[config.mk]
export PLATFORM = sky130hd
export DESIGN_NAME = iemb_top
export DESIGN_NICKNAME = d
export VERILOG_FILES = /design/src/include/iemb_pkg.sv /design/src/hdl/iemb_top.sv
export VERILOG_INCLUDE_DIRS = /design/src /design/src/include
export SDC_FILE = /design/constraint.sdc
export NUM_CORES = 1
export LEC_CHECK = 0
export CAP_MARGIN = 40
export CORE_MARGIN = 8
export CORE_UTILIZATION = 55
export DETAILED_ROUTE_END_ITERATION = 8
export DONT_BUFFER_PORTS = 1
export GPL_TIMING_DRIVEN = 1
export PLACE_DENSITY_LB_ADDON = 0.25
export SLEW_MARGIN = 30
export SYNTH_ARGS = -nofsm -noshare
export SYNTH_HDL_FRONTEND = slang
export SYNTH_SLANG_ARGS = --single-unit
export TNS_END_PERCENT = 10
[constraint.sdc]
create_clock -name pclk -period 5.2 [get_ports pclk]
set_input_delay 0.26 -clock pclk [delete_from_list [all_inputs] [get_ports pclk]]
set_output_delay 0.26 -clock pclk [all_outputs]
set_load 0.01 [all_outputs]
[src/include/iemb_params.svh]
// Constants for the interrupt event mask bank: offsets, fields and reset values
`ifndef IEMB_PARAMS_SVH
`define IEMB_PARAMS_SVH

// ****************************************
// Register indices (byte address is four times the index)
// ****************************************
`define IEMB_SYSTEM_CLOCK_PLL_WD_MEM_MASK_IDX 12'h010A
`define IEMB_REF_AB_MASK_IDX        12'h010B
`define IEMB_REF_CD_MASK_IDX        12'h010C
`define IEMB_LOOP0_LOCK_MASK_IDX    12'h010D
`define IEMB_LOOP0_STATE_MASK_IDX   12'h010E
`define IEMB_ANALOG0_SYNC_MASK_IDX  12'h010F
`define IEMB_LOOP1_LOCK_MASK_IDX    12'h0110
`define IEMB_LOOP1_STATE_MASK_IDX   12'h0111
`define IEMB_ANALOG1_SYNC_MASK_IDX  12'h0112
`define IEMB_MASK_BASE_IDX          12'h010A
`define IEMB_MONITOR_BASE_IDX       12'h0D08
`define IEMB_NUM_REGS               9
`define IEMB_INDEX_LSB              2
`define IEMB_INDEX_W                12

// ****************************************
// Reset value and writable bits of each register
// ****************************************
`define IEMB_MASK_RESET             8'h00
`define IEMB_VALID_SYS              8'h7B
`define IEMB_VALID_REF              8'h77
`define IEMB_VALID_LOOP             8'hFF
`define IEMB_VALID_ANALOG           8'h1F

// ****************************************
// Field positions
// ****************************************
`define IEMB_SYS_UNLOCKED_BIT       6
`define IEMB_SYS_STABLE_BIT         5
`define IEMB_SYS_LOCKED_BIT         4
`define IEMB_WATCHDOG_BIT           3
`define IEMB_MEM_FAULT_BIT          1
`define IEMB_MEM_DONE_BIT           0
`define IEMB_REF_LO_LSB             0
`define IEMB_REF_HI_LSB             4
`define IEMB_LOOP_SWITCH_BIT        7
`define IEMB_LOOP_FREERUN_BIT       6
`define IEMB_LOOP_HOLDOVER_BIT      5
`define IEMB_LOOP_HISTORY_BIT       4
`define IEMB_ANALOG_SYNC_BIT        4

`endif

[src/include/iemb_pkg.sv]
// Types shared by the interrupt event mask bank
package iemb_pkg;

    // One byte per register, index 0 in the low byte
    typedef struct packed {
        logic [7:0] analog1_sync;
        logic [7:0] loop1_state;
        logic [7:0] loop1_lock;
        logic [7:0] analog0_sync;
        logic [7:0] loop0_state;
        logic [7:0] loop0_lock;
        logic [7:0] ref_cd;
        logic [7:0] ref_ab;
        logic [7:0] system_clock_pll_wd_mem;
    } iemb_bank_type;

    // Flat view of the bank, register i in byte i
    typedef logic [8:0][7:0] iemb_flat_type;

endpackage : iemb_pkg

[src/hdl/iemb_top.sv]
// Interrupt event mask bank with monitor capture, APB slave and interrupt
//
// Chosen here: the APB slave port.
`timescale 1ns/1ps
`include "iemb_params.svh"
`default_nettype none

module iemb_top #(
    parameter int ADDR_W = 16
) (
    input  wire logic                  pclk,
    input  wire logic                  presetn,
    input  wire logic                  psel,
    input  wire logic                  penable,
    input  wire logic                  pwrite,
    input  wire logic [ADDR_W-1:0]     paddr,
    input  wire logic [31:0]           pwdata,
    input  wire logic [3:0]            pstrb,
    input  wire iemb_pkg::iemb_bank_type event_pulse,
    output logic [31:0]                prdata,
    output logic                       pready,
    output logic                       pslverr,
    output logic                       irq,
    output var iemb_pkg::iemb_bank_type mask_bits,
    output var iemb_pkg::iemb_bank_type monitor_bits
);
    import iemb_pkg::*;

    localparam int NREG = `IEMB_NUM_REGS;
    localparam int IW   = `IEMB_INDEX_W;

    // ****************************************
    // Writable bits of each register
    // ****************************************

    // Reserved positions are cleared out of every path
    localparam iemb_flat_type VALID = {
        `IEMB_VALID_ANALOG,
        `IEMB_VALID_LOOP,
        `IEMB_VALID_LOOP,
        `IEMB_VALID_ANALOG,
        `IEMB_VALID_LOOP,
        `IEMB_VALID_LOOP,
        `IEMB_VALID_REF,
        `IEMB_VALID_REF,
        `IEMB_VALID_SYS
    };

    localparam logic [IW-1:0] MASK_BASE = `IEMB_MASK_BASE_IDX;
    localparam logic [IW-1:0] MON_BASE  = `IEMB_MONITOR_BASE_IDX;

    // ****************************************
    // Storage
    // ****************************************
    iemb_flat_type  mask_r;
    iemb_flat_type  mon_r;
    iemb_flat_type  mon_nxt;
    iemb_flat_type  events;
    iemb_flat_type  capture;
    iemb_flat_type  clear;
    logic [31:0]    prdata_r;
    logic           pready_r;
    logic           pslverr_r;
    logic           irq_r;

    // ****************************************
    // APB decode
    // ****************************************
    logic              access;
    logic              first_access;
    logic              done;
    logic              aligned;
    logic [IW-1:0]     index;
    logic [NREG-1:0]   hit_mask;
    logic [NREG-1:0]   hit_mon;
    logic              mapped;
    logic [7:0]        rd_byte;

    assign events = iemb_flat_type'(event_pulse);

    // Phase tracking of the current transfer
    assign access       = psel & penable;
    assign first_access = access & ~pready_r;
    assign done         = access & pready_r;

    // Word index and alignment check
    assign index   = paddr[`IEMB_INDEX_LSB +: IW];
    assign aligned = (paddr[1:0] == 2'b00)
                   && (paddr[ADDR_W-1:`IEMB_INDEX_LSB+IW] == '0);

    // Register hits and read mux
    always_comb begin
        hit_mask = '0;
        hit_mon  = '0;
        rd_byte  = 8'h00;
        for (int i = 0; i < NREG; i++) begin
            if (aligned && (index == MASK_BASE + IW'(i))) begin
                hit_mask[i] = 1'b1;
                rd_byte     = mask_r[i] & VALID[i];
            end
            if (aligned && (index == MON_BASE + IW'(i))) begin
                hit_mon[i] = 1'b1;
                rd_byte    = mon_r[i];
            end
        end
    end

    assign mapped = |{hit_mask, hit_mon};

    // ****************************************
    // APB answer: one wait cycle, then ready
    // ****************************************

    // Ready rises in the second access cycle and drops after completion
    always_ff @(posedge pclk or negedge presetn) begin
        if (!presetn) begin
            pready_r <= 1'b0;
        end else begin
            pready_r <= first_access;
        end
    end

    // Read data is captured while ready is low, so it stands with ready
    always_ff @(posedge pclk or negedge presetn) begin
        if (!presetn) begin
            prdata_r <= 32'h0000_0000;
        end else if (first_access && !pwrite) begin
            prdata_r <= {24'h00_0000, rd_byte};
        end else if (done) begin
            prdata_r <= 32'h0000_0000;
        end
    end

    // Unmapped or misaligned addresses answer with an error
    always_ff @(posedge pclk or negedge presetn) begin
        if (!presetn) begin
            pslverr_r <= 1'b0;
        end else begin
            pslverr_r <= first_access & ~mapped;
        end
    end

    // ****************************************
    // Mask registers
    // ****************************************

    // Writes land on the completing edge; low byte lane only
    always_ff @(posedge pclk or negedge presetn) begin
        if (!presetn) begin
            mask_r <= {NREG{`IEMB_MASK_RESET}};
        end else begin
            for (int i = 0; i < NREG; i++) begin
                if (done && pwrite && pstrb[0] && hit_mask[i]) begin
                    mask_r[i] <= pwdata[7:0] & VALID[i];
                end
            end
        end
    end

    // ****************************************
    // Monitor capture
    // ****************************************

    // Only live events under a set mask bit reach the monitor
    assign capture = events & mask_r & VALID;

    // Write one to clear, lane zero only
    always_comb begin
        for (int i = 0; i < NREG; i++) begin
            if (done && pwrite && pstrb[0] && hit_mon[i]) begin
                clear[i] = pwdata[7:0];
            end else begin
                clear[i] = 8'h00;
            end
        end
    end

    // Set wins over a clear in the same cycle
    assign mon_nxt = (mon_r & ~clear) | capture;

    // Sticky monitor bits
    always_ff @(posedge pclk or negedge presetn) begin
        if (!presetn) begin
            mon_r <= '0;
        end else begin
            mon_r <= mon_nxt;
        end
    end

    // ****************************************
    // Interrupt output
    // ****************************************

    // Level output while any unmasked monitor bit is set
    always_ff @(posedge pclk or negedge presetn) begin
        if (!presetn) begin
            irq_r <= 1'b0;
        end else begin
            irq_r <= |(mon_r & mask_r);
        end
    end

    // ****************************************
    // Outputs
    // ****************************************
    assign prdata       = prdata_r;
    assign pready       = pready_r;
    assign pslverr      = pslverr_r;
    assign irq          = irq_r;
    assign mask_bits    = iemb_bank_type'(mask_r);
    assign monitor_bits = iemb_bank_type'(mon_r);

    // Each written register takes its byte masked by the valid bits
    generate
        for (genvar g = 0; g < NREG; g++) begin : g_chk

        end
    endgenerate
endmodule : iemb_top

`default_nettype wire

==> results of run 1 <==
final cells by class:
| type | instances | area (um^2) |
|---|---|---|
| antenna | 1 | 2.50 |
| fill | 1093 | 4750 |
| clock inverter | 12 | 134 |
| multi-input combinational | 560 | 3870 |
| timing repair buffer | 81 | 798 |
| tap | 180 | 225 |
| inverter | 5 | 18.8 |
| clock buffer | 20 | 447 |
| sequential | 143 | 3580 |
path summary, 6_finish.rpt:
kind | end | slack [ns] | cells after the start
min in group asynchronous | monitor_bits[10]$_DFF_PN0_ | 0.48 | 2
worst min-delay path | mask_bits[34]$_DFFE_PN0P_ | 0.009 | 1
max in group asynchronous | monitor_bits[69]$_DFF_PN0_ | 4.11 | 2
worst max register to register | mask_bits[34]$_DFFE_PN0P_ | 2.70 | 4
worst min register to register | prdata[4]$_DFFE_PN0P_ | 0.61 | 2
worst max-delay path | mask_bits[50]$_DFFE_PN0P_ | 2.29 | 5
per-stage QoR:
step	setup WS [ns]	instances	area [um^2]
6_report	2.29	1002	9070
3_3_place_gp	1.90	891	7710
4_1_cts	2.40	997	9030
3_5_place_dp	1.98	896	7740
5_1_grt	2.15	1002	9070
2_1_floorplan	2.85	780	7880
cells in the mapped netlist, drive strengths merged, types with 4 or more instances:
cell and count:
o22ai 11, or3 8, clkbuf 25, nor4 23, nand4b 5, mux2 60
a21boi 11, nand3 17, buf 47, a22oi 29, and3 4, o211ai 6
nand4 14, a21oi 9, a221oi 14, nor2 31, nand2b 4, nor3 15
dfrtp 143, o21ai 16, a211oi 4, or4 9, and2 6, nand2 106
a22o 68, o221ai 9, a2111oi 4, inv 5
power breakdown:
group	total [uW]	internal [uW]	switching, uW
clock network	1230	722	505
registers	1120	1110	1.42
logic	131	49.9	80.9
total	2470	1890	588
routing by layer:
layer  part of all wire [%]  global-route usage (%)  wire [um]  up-vias
li1                       -                       -          -     2942
met1                     35                    46.4      12000     3702
met2                     45                    55.7      15300      684
met3                     14                    12.7       4780      136
met4                    5.8                    22.8       1970        0
met5                      0                       0          0        -
registers in the layout, summed over array words and instances (netlist names):
name / flops
monitor_bits: 72
irq: 1
mask_bits: 60
pslverr: 1
pready: 1
prdata: 8
worst reg2reg max path, stage by stage, from the launching register on:
cell	delay [ns]
dfrtp_1	0.46
nand3_1	0.14
nor2_1	0.66
and3_1	0.70
mux2_2	0.42
kinds of logic (layout without fill, tap and decap cells):
kind of cell	after synthesis	after routing	share of synthesized area, %
buf+inv	77	118	5.87
mux	60	60	8.72
other cells	1	37	0.0484
simple gates	259	259	18.3
compound gates	205	205	20.9
flops	143	143	46.2
what timing repair did:
item / 4_1_cts / 5_1_grt
hold buffers: 69 / 2
hold endpoints to repair: 272 / 2
setup endpoints to repair: 0 / 0
==> metrics.txt, run 1 <==
status=finished, final reports clean; Main synth FF type=dfrtp_1; Total GRT Usage=37.5%; min-delay src=pwdata[2]; Initial Util=56.1%; crit path launch=paddr[1]; Clk Latency, worst-skew pair=0.43 ns; die extent in x=135 um; antenna violations before repair=1; worst rel slew slack=44.0%; Post-DRT Antenna Nets=0; Worst Path Max Fanout=16; CP max stage cell=or4_1; Final min period=2.91 ns; Top Family by Delay on Critical Path=simple AND/OR/NAND/NOR gates; Max Buffers Root-to-Sink=2; WHS=0.00858 ns; hpwl dp=23,600 um; maximum VDD drop=251 uV; CTS Sinks=143; Startpoint Class=input port; Post-CTS Setup Bufs=0; # setup viols final=0; clk_skew=0.0110 ns; worst path cell trace=or4_1 -> nor4_1 -> nand2_1 -> nor2_2 -> mux2_2; Synth Register Bits=143; worst endpoint required time=5.51 ns; ys async rst share=100%; Yosys cell types=70; DR vias/cell=7.45; Avg Inst Size Synth=10.4 um^2; Post-synth EDFFs=0; Pwr per Cell Area=273 nW/um^2; WL per Instance=34.0 um; Die Span Y=135 um; Die ar.=18,200 um^2; post-synth top area cell=dfrtp_1; CP Capture Type=flip-flop; final hold vios=0; layout cells sized above 1=15.1%; num ports=308; Design Power=2470 uW; Residual DRC=0; setup_tns=0 ns; Final nets=937; TritonCTS clock tree=yes; top cells by area, synth=dfrtp_1 (46%), mux2_2 (8.7%), a22o_1 (7.7%); total routed wirelength=34,100 um; Detailed Route Iter0 Violations=1,183; worst slew pin tran=0.838 ns; WP data arrival=3.22 ns; Final Cycle Share=56.0%; CTS resizes=0; DR vias=7,464; register area share after synthesis=46.2%; Syn Std Cell Area=7750 um^2; top cell type's share of synthesized area=46.2%; Final Wtd Congestion=0.911; Worst-path clk slew=0.06 ns; final core occ=65.6%; I/O Buffers=0; Buf+Inv Stages, Crit Path=0; core area=13,800 um^2; Yosys Warn Count=0; commonest non-fill, non-tap cell in the layout=dfrtp_1; DRT Pass-1 Iters=7; Synth Instances=745; worst hold path class=input port to flip-flop; max-cap violations=0; grt total ovfl=0; vias in the first global route=7,485; maximum number of pins on one net before global-route repair=144; r2r startpoint=pready$_DFF_PN0_; Fmax achieved=0.343 GHz; worst setup path class=input port to flip-flop; Num CTS Buffers=17; area grow syn2layout=17.0%; RSZ-0062 raised after global routing=no; CTS H-tree depth=4; global-route wire length before repair=50,200 um; Max Slew Vio Count=0; Rows=43; clk root buf=clkbuf_16; commonest cells after routing, fill and taps aside=dfrtp_1 (143), nand2_1 (106), dlygate4sd3_1 (70); CP peak stage delay=0.87 ns; Leak Pwr=0.00393 uW
No activity file was read; power rests on OpenSTA's default activity.
==> run 2, diff against run 1 <==
==> constraint.sdc (replaced) <==
create_clock -name pclk -period 2.4 [get_ports pclk]
set_input_delay 0.12 -clock pclk [delete_from_list [all_inputs] [get_ports pclk]]
set_output_delay 0.12 -clock pclk [all_outputs]
set_load 0.01 [all_outputs]
==> run 2 against run 1 <==
  * The run now ends with negative hold slack left
  * Global-route usage about the same
  * Non-clock buffer count rose by 90
  * Clock skew is essentially flat
  * Final cell count grew 9.1%
  * Die area unchanged
  * Core utilization rose by 5.9 points
  * Critical path depth up 5
  * Critical endpoint is now monitor_bits[0]$_DFF_PN0_
  * Largest cell class unchanged
==> metrics.txt, run 2 (same netlist as run 1, synthesis figures left out) <==
WHS=-0.624 ns (was 0.00858 ns); maximum number of pins on one net before global-route repair=144 (unchanged); worst hold path class=input port to asynchronous set/reset pin (was input port to flip-flop); Worst Path Max Fanout=11 (was 16); met1 Usage GRT=46.2% (was 46.4%); I/O Buffers=0 (unchanged); CTS H-tree depth=4 (unchanged); Final nets=1,027 (was 937); CTS Sinks=143 (unchanged); Detailed Route Iter0 Violations=947 (was 1,183); Fmax achieved=0.431 GHz; Die Span Y=135 um (unchanged); DRT Pass-1 Iters=7 (unchanged); WP data arrival=2.63 ns (was 3.22 ns); layer with the highest usage=met2 (unchanged); Num CTS Buffers=17 (unchanged); Startpoint Class=input port (unchanged); commonest cells after routing, fill and taps aside=dfrtp_1 (143), nand2_1 (106), buf_4 (86) (was dfrtp_1 (143), nand2_1 (106), dlygate4sd3_1 (70)); pre-CTS WS=-0.123 ns (was 1.98 ns); violated checks=negative hold slack; maximum VDD drop=496 uV (was 251 uV); area grow syn2layout=27.5% (was 17.0%); CP Capture Type=flip-flop (unchanged); Max Slew Vio Count=0 (unchanged); die extent in x=135 um (unchanged); CP peak stage delay=0.59 ns (was 0.87 ns); Top Family by Delay on Critical Path=buffers and inverters (was simple AND/OR/NAND/NOR gates); core area=13,800 um^2 (unchanged); antenna violations before repair=2 (was 1); worst endpoint required time=2.71 ns (was 5.51 ns); max-cap violations=0 (unchanged); worst path cell trace=or4_1 -> buf_4 -> buf_4 -> nor4_2 -> buf_4 -> and2_0 -> buf_4 -> nand2_1 -> a22o_1 -> dlygate4sd3_1 (was or4_1 -> nor4_1 -> nand2_1 -> nor2_2 -> mux2_2); Post-DRT Antenna Nets=0 (unchanged); Pwr per Cell Area=575 nW/um^2 (was 273 nW/um^2); Top cell by count, worst path=buf_4; worst rel slew slack=40.3% (was 44.0%); DR vias/cell=7.18 (was 7.45); clk_skew=0.0113 ns (was 0.0110 ns); Total GRT Usage=37.5% (about the same); Die ar.=18,200 um^2 (unchanged); DR vias=7,850 (was 7,464); final core occ=71.5% (was 65.6%); setup_tns=0 ns (unchanged); Max Buffers Root-to-Sink=2 (unchanged); clk root buf=clkbuf_16 (unchanged); setup slack after layout=0.0783 ns (was 2.29 ns); Initial Util=56.1% (unchanged); RSZ-0062 raised after global routing=no (unchanged); commonest non-fill, non-tap cell in the layout=dfrtp_1 (unchanged); Rows=43 (unchanged); worst setup path class=input port to flip-flop (unchanged); hold_buf cts=81 (was 69); global-route wire length before repair=50,600 um (was 50,200 um); TritonCTS clock tree=yes (unchanged); max reg flops=72 (unchanged); num ports=308 (unchanged); grt total ovfl=0 (unchanged); Buf+Inv Stages, Crit Path=5 (was 0); worst slew pin tran=0.892 ns (was 0.838 ns); # fillers=956 (was 1,093); Final Cycle Share=96.7%; WL per Instance=31.7 um (was 34.0 um); Worst-path clk slew=0.07 ns (was 0.06 ns); vias in the first global route=7,729 (was 7,485); Post-CTS Setup Bufs=0 (unchanged); M2 GR Usage=57.5% (was 55.7%); Leak Pwr=0.00444 uW (was 0.00393 uW); Clk Latency, worst-skew pair=0.43 ns (about the same); hpwl dp=24,700 um (was 23,600 um); CP max stage cell=dlygate4sd3_1 (was or4_1); met3 usage=13.3% (was 12.7%); # setup viols final=0 (unchanged); total routed wirelength=34,600 um (was 34,100 um); status=finished with violations (was finished, final reports clean); layout cells sized above 1=22.8% (was 15.1%); Final Wtd Congestion=0.973 (was 0.911); final hold vios=143 (was 0); Final min period=2.32 ns; Residual DRC=0 (unchanged)
## run 2: stage by stage
| stage | power, uW | std cells | instance area [um^2] |
|---|---|---|---|
| after floorplan | 2620 | 780 | 7880 |
| after global placement | 2580 | 977 | 8380 |
| after detailed placement | 2580 | 977 | 8380 |
| after CTS | 5660 | 1090 | 9850 |
| after global routing | 5780 | 1093 | 9880 |
| final | 5690 | 1093 | 9880 |
## run 2: report_power, final
group | internal, uW | leakage, uW | switching, uW
Clock | 1860 | 0.000320 | 1140
Combinational | 119 | 0.00215 | 148
Sequential | 2410 | 0.00197 | 2.89
## run 2: repair_timing
action,4_1_cts,5_1_grt
gates resized for setup,0,4
setup endpoints to repair,0,7
hold endpoints to repair,277,143
## run 2: routing by layer
metal	up-vias	wire length [um]
met5	-	0
met4	0	1620
met3	130	4690
met2	705	15700
met1	3878	12600
li1	3137	-
## run 2: layout make-up
type	count	area [um^2]	area share, %
Clock inverter	15	231	2.34
Inverter	5	18.8	0.190
Timing Repair Buffer	171	1530	15.5
Tap cell	180	225	2.28
Clock buffer	17	425	4.30
Antenna cell	2	5.00	0.0506
Sequential cell	143	3580	36.2
Multi-Input combinational cell	560	3870	39.1
## run 2: final timing paths
check	endpoint	slack (ns)	cells past startpoint	startpoint
worst max-delay path	monitor_bits[0]$_DFF_PN0_	0.08	10	paddr[1]
min in group pclk	prdata[3]$_DFFE_PN0P_	0.18	5	pwrite
worst min-delay path	mask_bits[6]$_DFFE_PN0P_	-0.62	0	presetn
worst min register to register	pready$_DFF_PN0_	0.59	1	pready$_DFF_PN0_
max in group asynchronous	mask_bits[66]$_DFFE_PN0P_	2.81	0	presetn
worst max register to register	monitor_bits[40]$_DFF_PN0_	0.15	7	pready$_DFF_PN0_
## run 2: worst reg2reg max path, stage by stage (launching register included)
cell           delay (ns)
dfrtp_1              0.45
nand3_1              0.13
or2_4                0.35
nor2_1               0.14
buf_4                0.21
nand2_1              0.10
a22o_1               0.19
dlygate4sd3_1        0.57
==> run 3, diff against run 2 <==
--- a/config.mk
+++ b/config.mk
@@ -6,11 +6,12 @@
 export SDC_FILE = /design/constraint.sdc
 export NUM_CORES = 1
 export LEC_CHECK = 0
+export BUFFER_PORTS_ARGS = -buffer_cell sky130_fd_sc_hd__buf_2
 export CAP_MARGIN = 40
 export CORE_MARGIN = 8
-export CORE_UTILIZATION = 55
+export CORE_UTILIZATION = 49
 export DETAILED_ROUTE_END_ITERATION = 8
-export DONT_BUFFER_PORTS = 1
+export GPL_ROUTABILITY_DRIVEN = 0
 export GPL_TIMING_DRIVEN = 1
 export PLACE_DENSITY_LB_ADDON = 0.25
 export SLEW_MARGIN = 30
==> constraint.sdc (replaced) <==
create_clock -name pclk -period 2.2 [get_ports pclk]
set_input_delay 0.11 -clock pclk [delete_from_list [all_inputs] [get_ports pclk]]
set_output_delay 0.11 -clock pclk [all_outputs]
set_load 0.01 [all_outputs]
==> run 3 against run 2 <==
  * The flow now finishes without violations
  * Sequential cell count unchanged
  * Sequential share of layout area decreased by 3.9 points
  * Sequential power grew 8.7%
  * Core utilization shrank 0.74 points
  * Routed wire length about the same
  * Final cell count is 26% higher
  * Total power grew 3.6%
  * Die area is 11% higher
  * Via count rose by 12%
  * First-iteration DRC count is 35% higher
  * Non-clock buffer count is 248 higher
  * Clock skew down 0.0024 ns
  * Critical path type unchanged
  * Largest cell class unchanged
==> metrics.txt, run 3 (same netlist as run 1, synthesis figures left out) <==
CP max stage cell=or4_1 (was dlygate4sd3_1); Die Span Y=142 um (was 135 um); CP peak stage delay=0.52 ns (was 0.59 ns); antenna violations before repair=0 (was 2); die extent in x=142 um (was 135 um); # fillers=1,165 (was 956); Fmax achieved=0.475 GHz; fin cells=1,374 (was 1,093); Final nets=1,275 (was 1,027); max-cap violations=0 (unchanged); WL per Instance=25.2 um (was 31.7 um); worst rel slew slack=54.9% (was 40.3%); DRT Pass-1 Iters=7 (unchanged); Worst-path clk slew=0.06 ns (was 0.07 ns); worst hold path class=input port to flip-flop (was input port to asynchronous set/reset pin); num ports=308 (unchanged); total routed wirelength=34,600 um (about the same); I/O Buffers=232 (was 0); commonest cells after routing, fill and taps aside=buf_2 (231), dfrtp_1 (143), buf_4 (121) (was dfrtp_1 (143), nand2_1 (106), buf_4 (86)); part of the power in registers=44.7% (was 42.5%); CTS H-tree depth=4 (unchanged); Post-CTS Setup Bufs=0 (unchanged); clk root buf=clkbuf_16 (unchanged); commonest non-fill, non-tap cell in the layout=buf_2 (was dfrtp_1); final core occ=70.7% (was 71.5%); Register Area=3580 um^2 (unchanged); DR vias/cell=6.39 (was 7.18); Net Sw Frac=23.8% (was 22.7%); Num CTS Buffers=17 (unchanged); worst setup path class=input port to flip-flop (unchanged); status=finished, final reports clean (was finished with violations); grt total ovfl=0 (unchanged); Total GRT Usage=34.2% (was 37.5%); Worst Path Max Fanout=18 (was 11); Leak Pwr=0.00558 uW (was 0.00444 uW); Final min period=2.10 ns; TritonCTS clock tree=yes (unchanged); Startpoint Class=input port (unchanged); Residual DRC=0 (unchanged); DR vias=8,784 (was 7,850); maximum number of pins on one net before global-route repair=58 (was 144); Top cell by count, worst path=buf_4 (unchanged); clk_skew=0.00889 ns (was 0.0113 ns); vias in the first global route=8,971 (was 7,729); Rows=46 (was 43); Comb pwr share=8.0% (was 4.7%); placed cell count=1,282 (was 977); maximum VDD drop=474 uV (was 496 uV); core area=15,700 um^2 (was 13,800 um^2); Detailed Route Iter0 Violations=1,281 (was 947); WP data arrival=2.43 ns (was 2.63 ns); worst endpoint required time=2.52 ns (was 2.71 ns); CTS Sinks=143 (unchanged); hpwl dp=25,500 um (was 24,700 um); Die ar.=20,100 um^2 (was 18,200 um^2); internal power=4490 uW (was 4390 uW); max reg flops=72 (unchanged); global-route wire length before repair=52,000 um (was 50,600 um); Buf+Inv Stages, Crit Path=4 (was 5); area of the multi-input gates=3870 um^2 (about the same); Final Cycle Share=95.6%; Initial Util=49.5% (was 56.1%); Post-DRT Antenna Nets=0 (unchanged); Switch Pwr=1400 uW (was 1290 uW); Clk pwr share=47.2% (was 52.8%); worst path cell trace=buf_2 -> or4_1 -> buf_4 -> nor4_1 -> buf_4 -> nand2_1 -> nor2_2 -> buf_4 -> mux2_2 (was or4_1 -> buf_4 -> buf_4 -> nor4_2 -> buf_4 -> and2_0 -> buf_4 -> nand2_1 -> a22o_1 -> dlygate4sd3_1); layout cells sized above 1=40.7% (was 22.8%); Clk Latency, worst-skew pair=0.44 ns (was 0.43 ns); worst slew pin tran=0.671 ns (was 0.892 ns); Max Slew Vio Count=0 (unchanged); Max Buffers Root-to-Sink=2 (unchanged); area grow syn2layout=42.9% (was 27.5%); Top Family by Delay on Critical Path=simple AND/OR/NAND/NOR gates (was buffers and inverters); final hold vios=0 (was 143); number of diodes=0 (was 2); # setup viols final=0 (unchanged); RSZ-0062 raised after global routing=no (unchanged); Pwr per Cell Area=532 nW/um^2 (was 575 nW/um^2); CP Capture Type=flip-flop (unchanged)
run 3: cell count changes in the layout (fill, tap and decap cells not counted), moves of 3 or more:
cell	before	now
bufinv_16	5	2
inv_6	3	0
clkinvlp_4	1	4
buf_4	86	121
clkbuf_1	0	3
buf_2	0	231
dlygate4sd3_1	81	61
run 3: area by class of cell:
type	count	share of cell area, %
Clock buffer	20	3.94
Sequential cell	143	32.3
Tap cell	216	2.44
Inverter	5	0.169
Timing Repair Buffer	419	25.2
Clock inverter	11	1.07
Multi-Input combinational cell	560	34.9
run 3: worst paths after layout:
path                            depth (start not counted)                          to                       from  slack, ns
worst max-delay path                                    9   mask_bits[55]$_DFFE_PN0P_                   paddr[1]        0.1
worst min-delay path                                    3            pready$_DFF_PN0_                    penable      0.004
worst max register to register                          5               irq$_DFF_PN0_  mask_bits[29]$_DFFE_PN0P_       0.13
worst min register to register                          1            pready$_DFF_PN0_           pready$_DFF_PN0_       0.52
max in group asynchronous                               3   mask_bits[48]$_DFFE_PN0P_                    presetn       1.29
min in group asynchronous                               2  monitor_bits[50]$_DFF_PN0_                    presetn       0.20
run 3: what timing repair did:
action                                  4_1_cts  5_1_grt
endpoints found under the setup margin        0        1
hold buffers                                 61        0
gates resized for setup                       0        1
endpoints found under the hold margin       114        0
run 3: worst reg2reg max path, cell delays in order (launching register included):
cell,delay [ns]
dfrtp_1,0.45
a22o_1,0.23
a221oi_1,0.20
nand3_1,0.25
nor4_1,0.67
nand2_1,0.13
run 3: metrics by stage:
stage	setup TNS (ns)	setup WS, ns	area [um^2]	power [uW]	hold WS, ns
after floorplan	-0.0134	-0.00168	7890	2860	-0.186
after global routing	0	0.0147	11100	6040	0.0423
after global placement	-11.32	-0.284	9910	3050	0.113
after CTS	0	0.146	11100	5860	0.00234
final	0	0.0960	11100	5890	0.00444
after detailed placement	-13.30	-0.297	9910	3050	0.120
run 3: power groups by stage:
stage	sequential, uW	combinational [uW]	clock [uW]
floorplan	2680	175	0
global route	2630	508	2900
global placement	2680	369	0
CTS	2630	457	2770
detailed placement	2680	371	0
finish	2630	472	2780
run 3: per-layer routing:
layer | wire [um] | track usage, %
met3 | 4830 | 12.5
met1 | 12200 | 40.2
met5 | 38 | 0
met2 | 15600 | 52.6
met4 | 1910 | 20.7
